### src/rtl/asq_pkg.sv
// Purpose: Shared constants and types for the A/D scan sequencer.
// Assumes: One peripheral clock; the analog core sits outside.
// Notes: Result memory index map and trigger select codes live here.
`default_nettype none
package asq_pkg;
	localparam int NUM_CH     = 10;
	localparam int CH_W       = 4;
	localparam int RES_W      = 12;
	localparam int DATA_W     = 16;
	localparam int MEM_AW     = 4;
	localparam int PEND_W     = 11;
	localparam int TRIG_N     = 32;
	localparam int TRIG_IDX_W = 5;
	localparam int TSEL_W     = 6;
	localparam int DBL_W      = 5;
	localparam int SAMP_W     = 8;
	localparam int ASSIST_W   = 5;
	localparam int ADDC_W     = 3;
	localparam int SH_CH      = 3;

	localparam logic [CH_W-1:0]   IDX_INTREF = 4'ha;
	localparam logic [CH_W-1:0]   IDX_DUP    = 4'hb;
	localparam logic [CH_W-1:0]   IDX_DUPA   = 4'hc;
	localparam logic [CH_W-1:0]   IDX_DUPB   = 4'hd;
	localparam logic [TSEL_W-1:0] TSEL_EXT   = 6'h3e;
	localparam logic [ADDC_W-1:0] ADDC_AVG2  = 3'h1;
	localparam logic [ADDC_W-1:0] ADDC_AVG4  = 3'h3;

	typedef enum logic [1:0]
	{
		MODE_SINGLE = 2'b00,
		MODE_CONT   = 2'b01,
		MODE_GROUP  = 2'b10
	} asq_mode_t;

	typedef enum logic [1:0]
	{
		KIND_SW    = 2'b00,
		KIND_TIMER = 2'b01,
		KIND_EXT   = 2'b10
	} asq_kind_t;

	typedef enum logic [1:0]
	{
		ST_IDLE  = 2'b00,
		ST_ISSUE = 2'b01,
		ST_WAIT  = 2'b10,
		ST_DONE  = 2'b11
	} asq_state_t;
endpackage
`default_nettype wire

### src/rtl/asq_mem_if.sv
// Purpose: Link between scan control and its result memory.
// Assumes: Single clock; control drives writes and reads.
// Notes: Write wins over a read-clear of the same word.
`default_nettype none
interface asq_mem_if #(parameter int AW = 4, parameter int W = 16);
	logic          wrEn;
	logic [AW-1:0] wrIdx;
	logic [W-1:0]  wrData;
	logic          rdEn;
	logic [AW-1:0] rdIdx;
	logic          rdClr;
	logic [W-1:0]  rdData;
	modport ctrl (output wrEn, wrIdx, wrData, rdEn, rdIdx, rdClr, input rdData);
	modport store (input wrEn, wrIdx, wrData, rdEn, rdIdx, rdClr, output rdData);
endinterface
`default_nettype wire

### src/rtl/asq_result_mem.sv
// Purpose: Result register file with registered read and clear on read.
// Assumes: Reset clears every word.
// Notes: Unwritten words read as zero.
`default_nettype none
module asq_result_mem #(
	parameter int AW = 4,
	parameter int W  = 16
)(
	input wire logic clk,   // Clock
	input wire logic srst,  // Sync reset
	input wire logic clkEn, // Clock enable
	asq_mem_if.store port   // Memory port
);
	logic [W-1:0] mem [2**AW];
	logic         clrHit;

	assign clrHit = port.rdEn && port.rdClr && !(port.wrEn && port.wrIdx == port.rdIdx);

	always_ff @(posedge clk)
	begin
		if (srst)
		begin
			port.rdData <= '0;
			for (int i = 0; i < 2**AW; i++)
				mem[i] <= '0;
		end
		else if (clkEn)
		begin
			if (port.rdEn)
				port.rdData <= mem[port.rdIdx];
			if (clrHit)
				mem[port.rdIdx] <= '0;
			if (port.wrEn)
				mem[port.wrIdx] <= port.wrData;
		end
	end
endmodule // asq_result_mem
`default_nettype wire

### src/rtl/asq_scan_seq.sv
// Purpose: Scan sequencer of a 12-bit successive-approximation converter.
// Assumes: Core pulses convDone with convResult once per convStart.
// Notes: Config inputs are static while a scan runs.
`default_nettype none
module asq_scan_seq
	import asq_pkg::*;
(
	input  wire logic                  mclk,                // Clock
	input  wire logic                  srst,                // Sync reset
	input  wire logic                  clkEn,               // Clock enable
	input  wire logic [1:0]            scanMode,            // Scan mode
	input  wire logic                  swStartA,            // Software start A
	input  wire logic                  swStartB,            // Software start B
	input  wire logic                  stopReq,             // Stop scanning
	input  wire logic [NUM_CH-1:0]     chanSelA,            // Group A channels
	input  wire logic [NUM_CH-1:0]     chanSelB,            // Group B channels
	input  wire logic                  intRefEn,            // Convert reference outside group and double modes
	input  wire logic [NUM_CH-1:0]     addChanSel,          // Add/average channels
	input  wire logic [ADDC_W-1:0]     addCount,            // Conversions minus one
	input  wire logic                  averageEnable,       // Average 2 or 4 conversions, not sum
	input  wire logic [TSEL_W-1:0]     groupATriggerSel,    // Trigger for A
	input  wire logic [TSEL_W-1:0]     groupBTriggerSel,    // Trigger for B
	input  wire logic [TRIG_N-1:0]     timerTrig,           // Timer trigger levels
	input  wire logic                  extAsyncTriggerPinN, // External trigger pin
	input  wire logic                  doubleTrigEnable,    // Double trigger mode
	input  wire logic [DBL_W-1:0]      doubleTrigChannelSel,// Double channel
	input  wire logic                  doubleTrigExtEn,     // Per-type duplicates
	input  wire logic                  groupAPriorityEn,    // A preempts B
	input  wire logic                  groupBRestartEn,     // Rescan B after A
	input  wire logic                  groupBRepeatScan,    // Repeat B scan
	input  wire logic [SAMP_W-1:0]     samplingStates,      // Sampling count
	input  wire logic [SAMP_W-1:0]     shSamplingTime,      // Held channel sampling
	input  wire logic [ASSIST_W-1:0]   disconnectAssistSel, // Disconnect assist
	input  wire logic                  autoClearEn,         // Clear on read
	input  wire logic                  transferEnMain,      // Main transfer request
	input  wire logic                  transferEnB,         // B transfer request
	output logic                       convStart,           // Start conversion
	output logic                       convAbort,           // Abort conversion
	output logic [CH_W-1:0]            convChannel,         // Channel to convert
	output logic                       convIntRef,          // Convert reference
	output logic [SAMP_W-1:0]          convSampleStates,    // Sampling states
	output logic [ASSIST_W-1:0]        convAssist,          // Assist setting
	input  wire logic                  convDone,            // Result valid
	input  wire logic [RES_W-1:0]      convResult,          // Result
	input  wire logic                  rdEn,                // Read result
	input  wire logic [MEM_AW-1:0]     rdIdx,               // Result index
	output logic [DATA_W-1:0]          rdData,              // Read data
	output logic                       scanEndIrq,          // Scan end pulse
	output logic                       groupBEndIrq,        // Group B end pulse
	output logic                       transferReqMain,     // Transfer request
	output logic                       transferReqB,        // Transfer request B
	output logic                       doublePending        // First double done
);
	asq_mem_if #(.AW(MEM_AW), .W(DATA_W)) memIf ();

	asq_result_mem #(.AW(MEM_AW), .W(DATA_W)) uMem (
		.clk   (mclk),
		.srst  (srst),
		.clkEn (clkEn),
		.port  (memIf.store)
	);

	function automatic logic trigHit(
		input logic [TSEL_W-1:0] sel,
		input logic [TRIG_N-1:0] rise,
		input logic              ext
	);
		logic hit;
		hit = 1'b0;
		if (sel == TSEL_EXT)
			hit = ext;
		else if (sel < TSEL_W'(TRIG_N))
			hit = rise[sel[TRIG_IDX_W-1:0]];
		return hit;
	endfunction

	function automatic logic [CH_W-1:0] firstSet(input logic [PEND_W-1:0] v);
		logic [CH_W-1:0] idx;
		idx = '0;
		for (int i = PEND_W - 1; i >= 0; i--)
			if (v[i])
				idx = CH_W'(i);
		return idx;
	endfunction

	asq_state_t            stateR;
	asq_kind_t             kindR;
	logic [PEND_W-1:0]     pendR;
	logic [DATA_W-1:0]     accR;
	logic [ADDC_W-1:0]     rptR;
	logic                  curBR;
	logic                  pendAR;
	logic                  pendBR;
	logic                  rescanBR;
	logic [TRIG_N-1:0]     timerQR;
	logic                  extS1R;
	logic                  extS2R;
	logic                  extS3R;
	logic                  extLevelR;
	logic                  wrEnR;
	logic [CH_W-1:0]       wrIdxR;
	logic [DATA_W-1:0]     wrDataR;

	wire                   isGroup   = (scanMode == MODE_GROUP);
	wire                   isCont    = (scanMode == MODE_CONT);
	wire                   dblOn     = doubleTrigEnable && !isCont;
	wire [TRIG_N-1:0]      timerRise = timerTrig & ~timerQR;
	wire                   extAgree  = (extS2R == extS3R);
	wire                   extFall   = extAgree && !extS3R && extLevelR;
	wire                   trigAEv   = swStartA || trigHit(groupATriggerSel, timerRise, extFall);
	wire                   trigBEv   = isGroup
		&& (swStartB || trigHit(groupBTriggerSel, timerRise, extFall));
	wire asq_kind_t        kindA     = swStartA ? KIND_SW
		: (groupATriggerSel == TSEL_EXT) ? KIND_EXT : KIND_TIMER;
	wire [CH_W-1:0]        dblCh     = doubleTrigChannelSel[CH_W-1:0];
	wire [PEND_W-1:0]      dblHot    = PEND_W'(1) << dblCh;
	wire [PEND_W-1:0]      loadA     = dblOn ? dblHot
		: {intRefEn && !isGroup, chanSelA};
	wire [PEND_W-1:0]      loadB     = {1'b0, chanSelB};
	wire [CH_W-1:0]        curCh     = firstSet(pendR);
	wire [PEND_W-1:0]      curHot    = PEND_W'(1) << curCh;
	wire                   curIntRef = (curCh == IDX_INTREF);
	wire                   curAdd    = !curIntRef && addChanSel[curCh];
	wire                   lastRep   = !curAdd || (rptR == addCount);
	wire [DATA_W-1:0]      sum       = accR + DATA_W'(convResult);
	wire                   avg2      = averageEnable && addCount == ADDC_AVG2;
	wire                   avg4      = averageEnable && addCount == ADDC_AVG4;
	wire [DATA_W-1:0]      combined  = !curAdd ? DATA_W'(convResult)
		: avg4 ? (sum >> 2) : avg2 ? (sum >> 1) : sum;
	wire                   dupSlot   = dblOn && doublePending && !curBR;
	wire [CH_W-1:0]        dupIdx    = !doubleTrigExtEn ? IDX_DUP
		: (kindR == KIND_TIMER) ? IDX_DUPA : (kindR == KIND_EXT) ? IDX_DUPB : IDX_DUP;
	wire [CH_W-1:0]        destIdx   = curIntRef ? IDX_INTREF : dupSlot ? dupIdx : curCh;
	wire                   busyB     = (stateR != ST_IDLE) && curBR;
	wire                   preemptA  = isGroup && groupAPriorityEn && pendAR && busyB;
	wire                   startA    = (stateR == ST_IDLE) && pendAR;
	wire                   startB    = (stateR == ST_IDLE) && !pendAR && isGroup
		&& (pendBR || rescanBR);
	wire                   takeA     = startA || preemptA;
	wire                   scanOver  = (stateR == ST_DONE) && (pendR == '0);

	assign memIf.wrEn   = wrEnR;
	assign memIf.wrIdx  = wrIdxR;
	assign memIf.wrData = wrDataR;
	assign memIf.rdEn   = rdEn;
	assign memIf.rdIdx  = rdIdx;
	assign memIf.rdClr  = autoClearEn;
	assign rdData       = memIf.rdData;

	// External pin: three stages, change accepted once stages two and three agree
	always_ff @(posedge mclk)
	begin
		if (srst)
		begin
			extS1R    <= 1'b1;
			extS2R    <= 1'b1;
			extS3R    <= 1'b1;
			extLevelR <= 1'b1;
			timerQR   <= '0;
		end
		else if (clkEn)
		begin
			extS1R  <= extAsyncTriggerPinN;
			extS2R  <= extS1R;
			extS3R  <= extS2R;
			timerQR <= timerTrig;
			if (extAgree)
				extLevelR <= extS3R;
		end
	end

	// Pending trigger flags; a new trigger wins over consumption
	always_ff @(posedge mclk)
	begin
		if (srst)
		begin
			pendAR <= 1'b0;
			pendBR <= 1'b0;
			kindR  <= KIND_SW;
		end
		else if (clkEn)
		begin
			pendAR <= !stopReq && ((pendAR && !takeA) || trigAEv);
			pendBR <= !stopReq && ((pendBR && !startB) || trigBEv);
			if (trigAEv)
				kindR <= kindA;
		end
	end

	// Scan control
	always_ff @(posedge mclk)
	begin
		if (srst)
		begin
			stateR           <= ST_IDLE;
			pendR            <= '0;
			accR             <= '0;
			rptR             <= '0;
			curBR            <= 1'b0;
			rescanBR         <= 1'b0;
			doublePending    <= 1'b0;
			convStart        <= 1'b0;
			convAbort        <= 1'b0;
			convChannel      <= '0;
			convIntRef       <= 1'b0;
			convSampleStates <= '0;
			convAssist       <= '0;
			wrEnR            <= 1'b0;
			wrIdxR           <= '0;
			wrDataR          <= '0;
			scanEndIrq       <= 1'b0;
			groupBEndIrq     <= 1'b0;
			transferReqMain  <= 1'b0;
			transferReqB     <= 1'b0;
		end
		else if (clkEn)
		begin
			convStart       <= 1'b0;
			convAbort       <= 1'b0;
			wrEnR           <= 1'b0;
			scanEndIrq      <= 1'b0;
			groupBEndIrq    <= 1'b0;
			transferReqMain <= 1'b0;
			transferReqB    <= 1'b0;
			convAssist      <= disconnectAssistSel;
			if (stopReq)
			begin
				convAbort     <= (stateR != ST_IDLE);
				stateR        <= ST_IDLE;
				pendR         <= '0;
				rescanBR      <= 1'b0;
				doublePending <= 1'b0;
			end
			else if (preemptA)
			begin
				convAbort <= 1'b1;
				rescanBR  <= groupBRestartEn;
				pendR     <= loadA;
				curBR     <= 1'b0;
				accR      <= '0;
				rptR      <= '0;
				stateR    <= ST_ISSUE;
			end
			else if (startA)
			begin
				pendR  <= loadA;
				curBR  <= 1'b0;
				accR   <= '0;
				rptR   <= '0;
				stateR <= ST_ISSUE;
			end
			else if (startB)
			begin
				pendR    <= loadB;
				curBR    <= 1'b1;
				rescanBR <= 1'b0;
				accR     <= '0;
				rptR     <= '0;
				stateR   <= ST_ISSUE;
			end
			else
			begin
				case (stateR)
					ST_ISSUE:
					begin
						convStart        <= 1'b1;
						convChannel      <= curCh;
						convIntRef       <= curIntRef;
						convSampleStates <= (curCh < CH_W'(SH_CH)) ? shSamplingTime
							: samplingStates;
						stateR           <= ST_WAIT;
					end
					ST_WAIT:
					begin
						if (convDone && lastRep)
						begin
							wrEnR   <= 1'b1;
							wrIdxR  <= destIdx;
							wrDataR <= combined;
							pendR   <= pendR & ~curHot;
							accR    <= '0;
							rptR    <= '0;
							stateR  <= ST_DONE;
						end
						else if (convDone)
						begin
							accR   <= sum;
							rptR   <= rptR + ADDC_W'(1);
							stateR <= ST_ISSUE;
						end
					end
					ST_DONE:
					begin
						if (pendR != '0)
							stateR <= ST_ISSUE;
						else if (curBR)
						begin
							groupBEndIrq <= 1'b1;
							transferReqB <= transferEnB;
							rescanBR     <= groupBRepeatScan;
							stateR       <= ST_IDLE;
						end
						else if (dblOn && !doublePending)
						begin
							doublePending <= 1'b1;
							stateR        <= ST_IDLE;
						end
						else
						begin
							scanEndIrq      <= 1'b1;
							transferReqMain <= transferEnMain;
							doublePending   <= 1'b0;
							if (isCont)
							begin
								pendR  <= loadA;
								stateR <= ST_ISSUE;
							end
							else
								stateR <= ST_IDLE;
						end
					end
					default:
						stateR <= ST_IDLE;
				endcase
			end
		end
	end
endmodule // asq_scan_seq
`default_nettype wire

### config.mk
export PLATFORM = sky130hd
export DESIGN_NAME = asq_scan_seq
export DESIGN_NICKNAME = d
export VERILOG_FILES = /design/src/rtl/asq_pkg.sv /design/src/rtl/asq_mem_if.sv /design/src/rtl/asq_result_mem.sv /design/src/rtl/asq_scan_seq.sv
export SDC_FILE = /design/constraint.sdc
export NUM_CORES = 1
export LEC_CHECK = 0
export BUFFER_PORTS_ARGS = -buffer_cell sky130_fd_sc_hd__buf_2
export CORE_ASPECT_RATIO = 1.5
export CORE_MARGIN = 1.5
export CORE_UTILIZATION = 52
export CTS_CLUSTER_DIAMETER = 50
export CTS_CLUSTER_SIZE = 25
export DETAILED_ROUTE_END_ITERATION = 12
export GPL_TIMING_DRIVEN = 0
export PLACE_DENSITY_LB_ADDON = 0.12
export SKIP_LAST_GASP = 1
export SYNTH_ARGS = -nofsm -noshare
export SYNTH_HDL_FRONTEND = slang
export SYNTH_HIERARCHICAL = 1
export SYNTH_SLANG_ARGS = --single-unit
### constraint.sdc
create_clock -name mclk -period 3.6 [get_ports mclk]
set_clock_uncertainty 0.05 [all_clocks]
set_input_delay 0.72 -clock mclk [delete_from_list [all_inputs] [get_ports mclk]]
set_output_delay 0.72 -clock mclk [all_outputs]
set_load 0.005 [all_outputs]
==> results.py <==
metrics = {
    "outcome": {
        "run_status": "complete, no violations",
    },
    "finish": {
        "fin_cells": 2562,
        "layout-drive-gt1-share_pct": 18.7,
        "final_cell_mix": "and2_1 (261), edfxtp_1 (256), buf_2 (193)",
        "area.growth.synth_to_final_pct": 13.5,
        "num-nets-final": 2196,
        "mostFrequentLayoutCell": "and2_1",
    },
    "drt": {
        "drc": 0,
        "wl_per_cell_microns": 22.5,
        "antenna_left": 0,
        "via_count": 15300,
        "drt-vias-per-instance": 5.96,
        "wl_mm": 57.7,
        "drt_iter0_drc": 973,
        "dr.pass1.iters": 5,
    },
    "placed_design": {
        "dp.cells": 2499,
        "dp_hpwl_mm": 44.8,
        "place_congestion": 0.934,
        "place_ws_ns": -0.148,
        "portBuffers": 170,
    },
    "worst_setup_path": {
        "cp-start-kind": "flip-flop",
        "cp_data_required_time_ns": 3.98,
        "cp.arrival_ns": 3.74,
        "crit_path_end_kind": "flip-flop",
        "path_max_fanout": 8,
        "worstSetupPathType": "reg -> reg",
    },
    "power": {
        "total_leakage_power_nw": 8.67,
        "power_mw": 10.0,
        "power_density_mw_per_mm2": 436,
        "ir_drop_mv": 0.354,
    },
    "timing": {
        "fin_crit_ns": 3.36,
        "fmax_ghz": 0.298,
        "setup_tns_ns": 0,
        "fin_crit_sh_pct": 93.3,
        "worst_slack_ns": 0.240,
        "setup_violations": 0,
        "rsz0062_at_grt": "no",
        "hold_viol_final": 0,
        "max_slew.worst_pin.slew_ns": 1.10,
        "maxSlewHeadroom_pct": 26.6,
        "whs_ns": 0.353,
        "slew_violations": 0,
    },
    "yosys": {
        "synth-compound-area-share_pct": 12.6,
        "synth_top_family_by_area": "simple AND/OR/NAND/NOR gates",
        "avgSynthCellArea_sq_um": 11.0,
        "synth_fa_ha_area_share_pct": 1.03,
        "muxShareOfSynthArea_pct": 10.3,
        "synth_fp_nets": 1990,
        "synth-xor-area-share_pct": 0.822,
        "synth-seq-cells": 392,
        "synthCells": 1834,
        "synth_edf_count": 256,
        "ys_types": 84,
        "ys.flop_type": "edfxtp_1",
        "netlist_area_sq_mm": 0.0203,
        "yosysWarnings": 6,
        "synthArstFlopShare_pct": 0,
        "synthSimpleGateAreaFrac_pct": 20.2,
        "yosysSeqAreaShare_pct": 51.4,
    },
    "die": {
        "initial_core_util_pct": 52.7,
        "dieArea_sq_mm": 0.0402,
        "die_y_microns": 245,
        "die_x_microns": 164,
        "row_count": 88,
        "ios": 181,
        "core_sq_mm": 0.0384,
    },
    "clock_network": {
        "insertion_delay_ns": 0.55,
        "cts-root-buf": "clkbuf_16",
        "cts_max_level": 2,
        "cts_buffer_depth": 3,
        "post_cts_buffers": 0,
        "cts.sinks": 392,
        "cts_tree": "done",
        "path_clk_slew_ns": 0.09,
        "ctsHoldBuffers": 0,
        "cts_inserted_buffers": 34,
    },
    "job": {
        "maxCapViolCount": 0,
    },
    "global_routing": {
        "grt_pass1_wl_mm": 86.2,
        "track_usage_pct": 28.5,
        "grt_pass1_vias": 15500,
        "grt_max_degree": 26,
        "antenna_found_initial": 0,
        "grt-ovfl-total": 0,
    },
    "hold_path": {
        "hold_path.class": "in -> reg",
    },
}
[cells by family after synthesis]
family | count (synthesis)
compound gates | 364
xor+xnor | 19
fa+ha+maj | 16
buf+inv | 157
flops | 392
mux | 151
simple gates | 735
[worst max-delay path, stage by stage (launching register included)]
cell and delay [ns]:
dfxtp_1 0.48, nor2b_1 0.22, o21bai_1 0.21, a31oi_2 0.64, mux2i_1 0.47, a221oi_2 0.13, a21boi_1 0.47, o21ai_2 0.24
o41ai_1 0.33
[flip-flops by register name (all words and copies together), names as in the netlist, 5 cells and up]
| signal | flops |
|---|---|
| accR | 16 |
| uMem/mem | 256 |
| memIf.wrData | 16 |
| uMem/port.rdData | 16 |
| pendR | 11 |
| convAssist | 5 |
| convSampleStates | 8 |
| timerQR | 32 |
[power breakdown]
part	leakage, nW	internal, mW	total, mW	switching [mW]
registers	3.74	4.92	4.98	0.0561
logic	4.33	0.389	0.993	0.604
clock network	0.599	2.26	4.06	1.80
total	8.67	7.57	10.0	2.46
[routing by layer]
metal / GRT usage, % / up-vias / wire (microns)
met2: 57.3 / 475 / 32800
met4: 14.7 / 0 / 2900
met3: 4.02 / 148 / 2570
li1: - / 7194 / -
met1: 27.0 / 7448 / 19400
met5: 0 / - / 0
[final timing paths]
path	slack, ns	depth (start not counted)	from	endpoint
setup reg to reg	0.24	8	pendR[5]	pendR[6]
hold reg to reg	0.41	2	rescanBR	rescanBR
hold / removal	0.35	3	extAsyncTriggerPinN	extS1R
setup / recovery	0.24	8	pendR[5]	pendR[6]
[synthesized netlist by cell type (all sizes together), types with 42 or more instances]
cell type	number	area (sq um)
and2	262	1640
nor2	149	569
buf	45	322
dfxtp	136	2720
mux4	42	946
edfxtp	256	7690
mux2i	75	751
o21ai	82	414
nand2	99	379
a21oi	72	360
clkbuf	94	357
[cell type report]
class | instances | area [sq um]
tap | 495 | 619
sequential | 392 | 10400
timing repair buffer | 170 | 851
clock inverter | 22 | 275
fill | 3318 | 15400
clock buffer | 40 | 958
buffer | 139 | 679
inverter | 18 | 67.6
antenna | 1 | 2.50
multi-input combinational | 1285 | 9120
[stage by stage]
step	cell area, sq um	utilization (%)
after floorplan	20300	-
after global placement	21700	56.5
after detailed placement	21700	56.5
after CTS	23000	59.7
after global routing	23000	59.8
final	23000	59.8
[what timing repair did]
item,4_1_cts,5_1_grt
endpoints found under the setup margin,0,26
resized for setup,0,6
endpoints found under the hold margin,0,0
(Power assumes the default switching activity.)
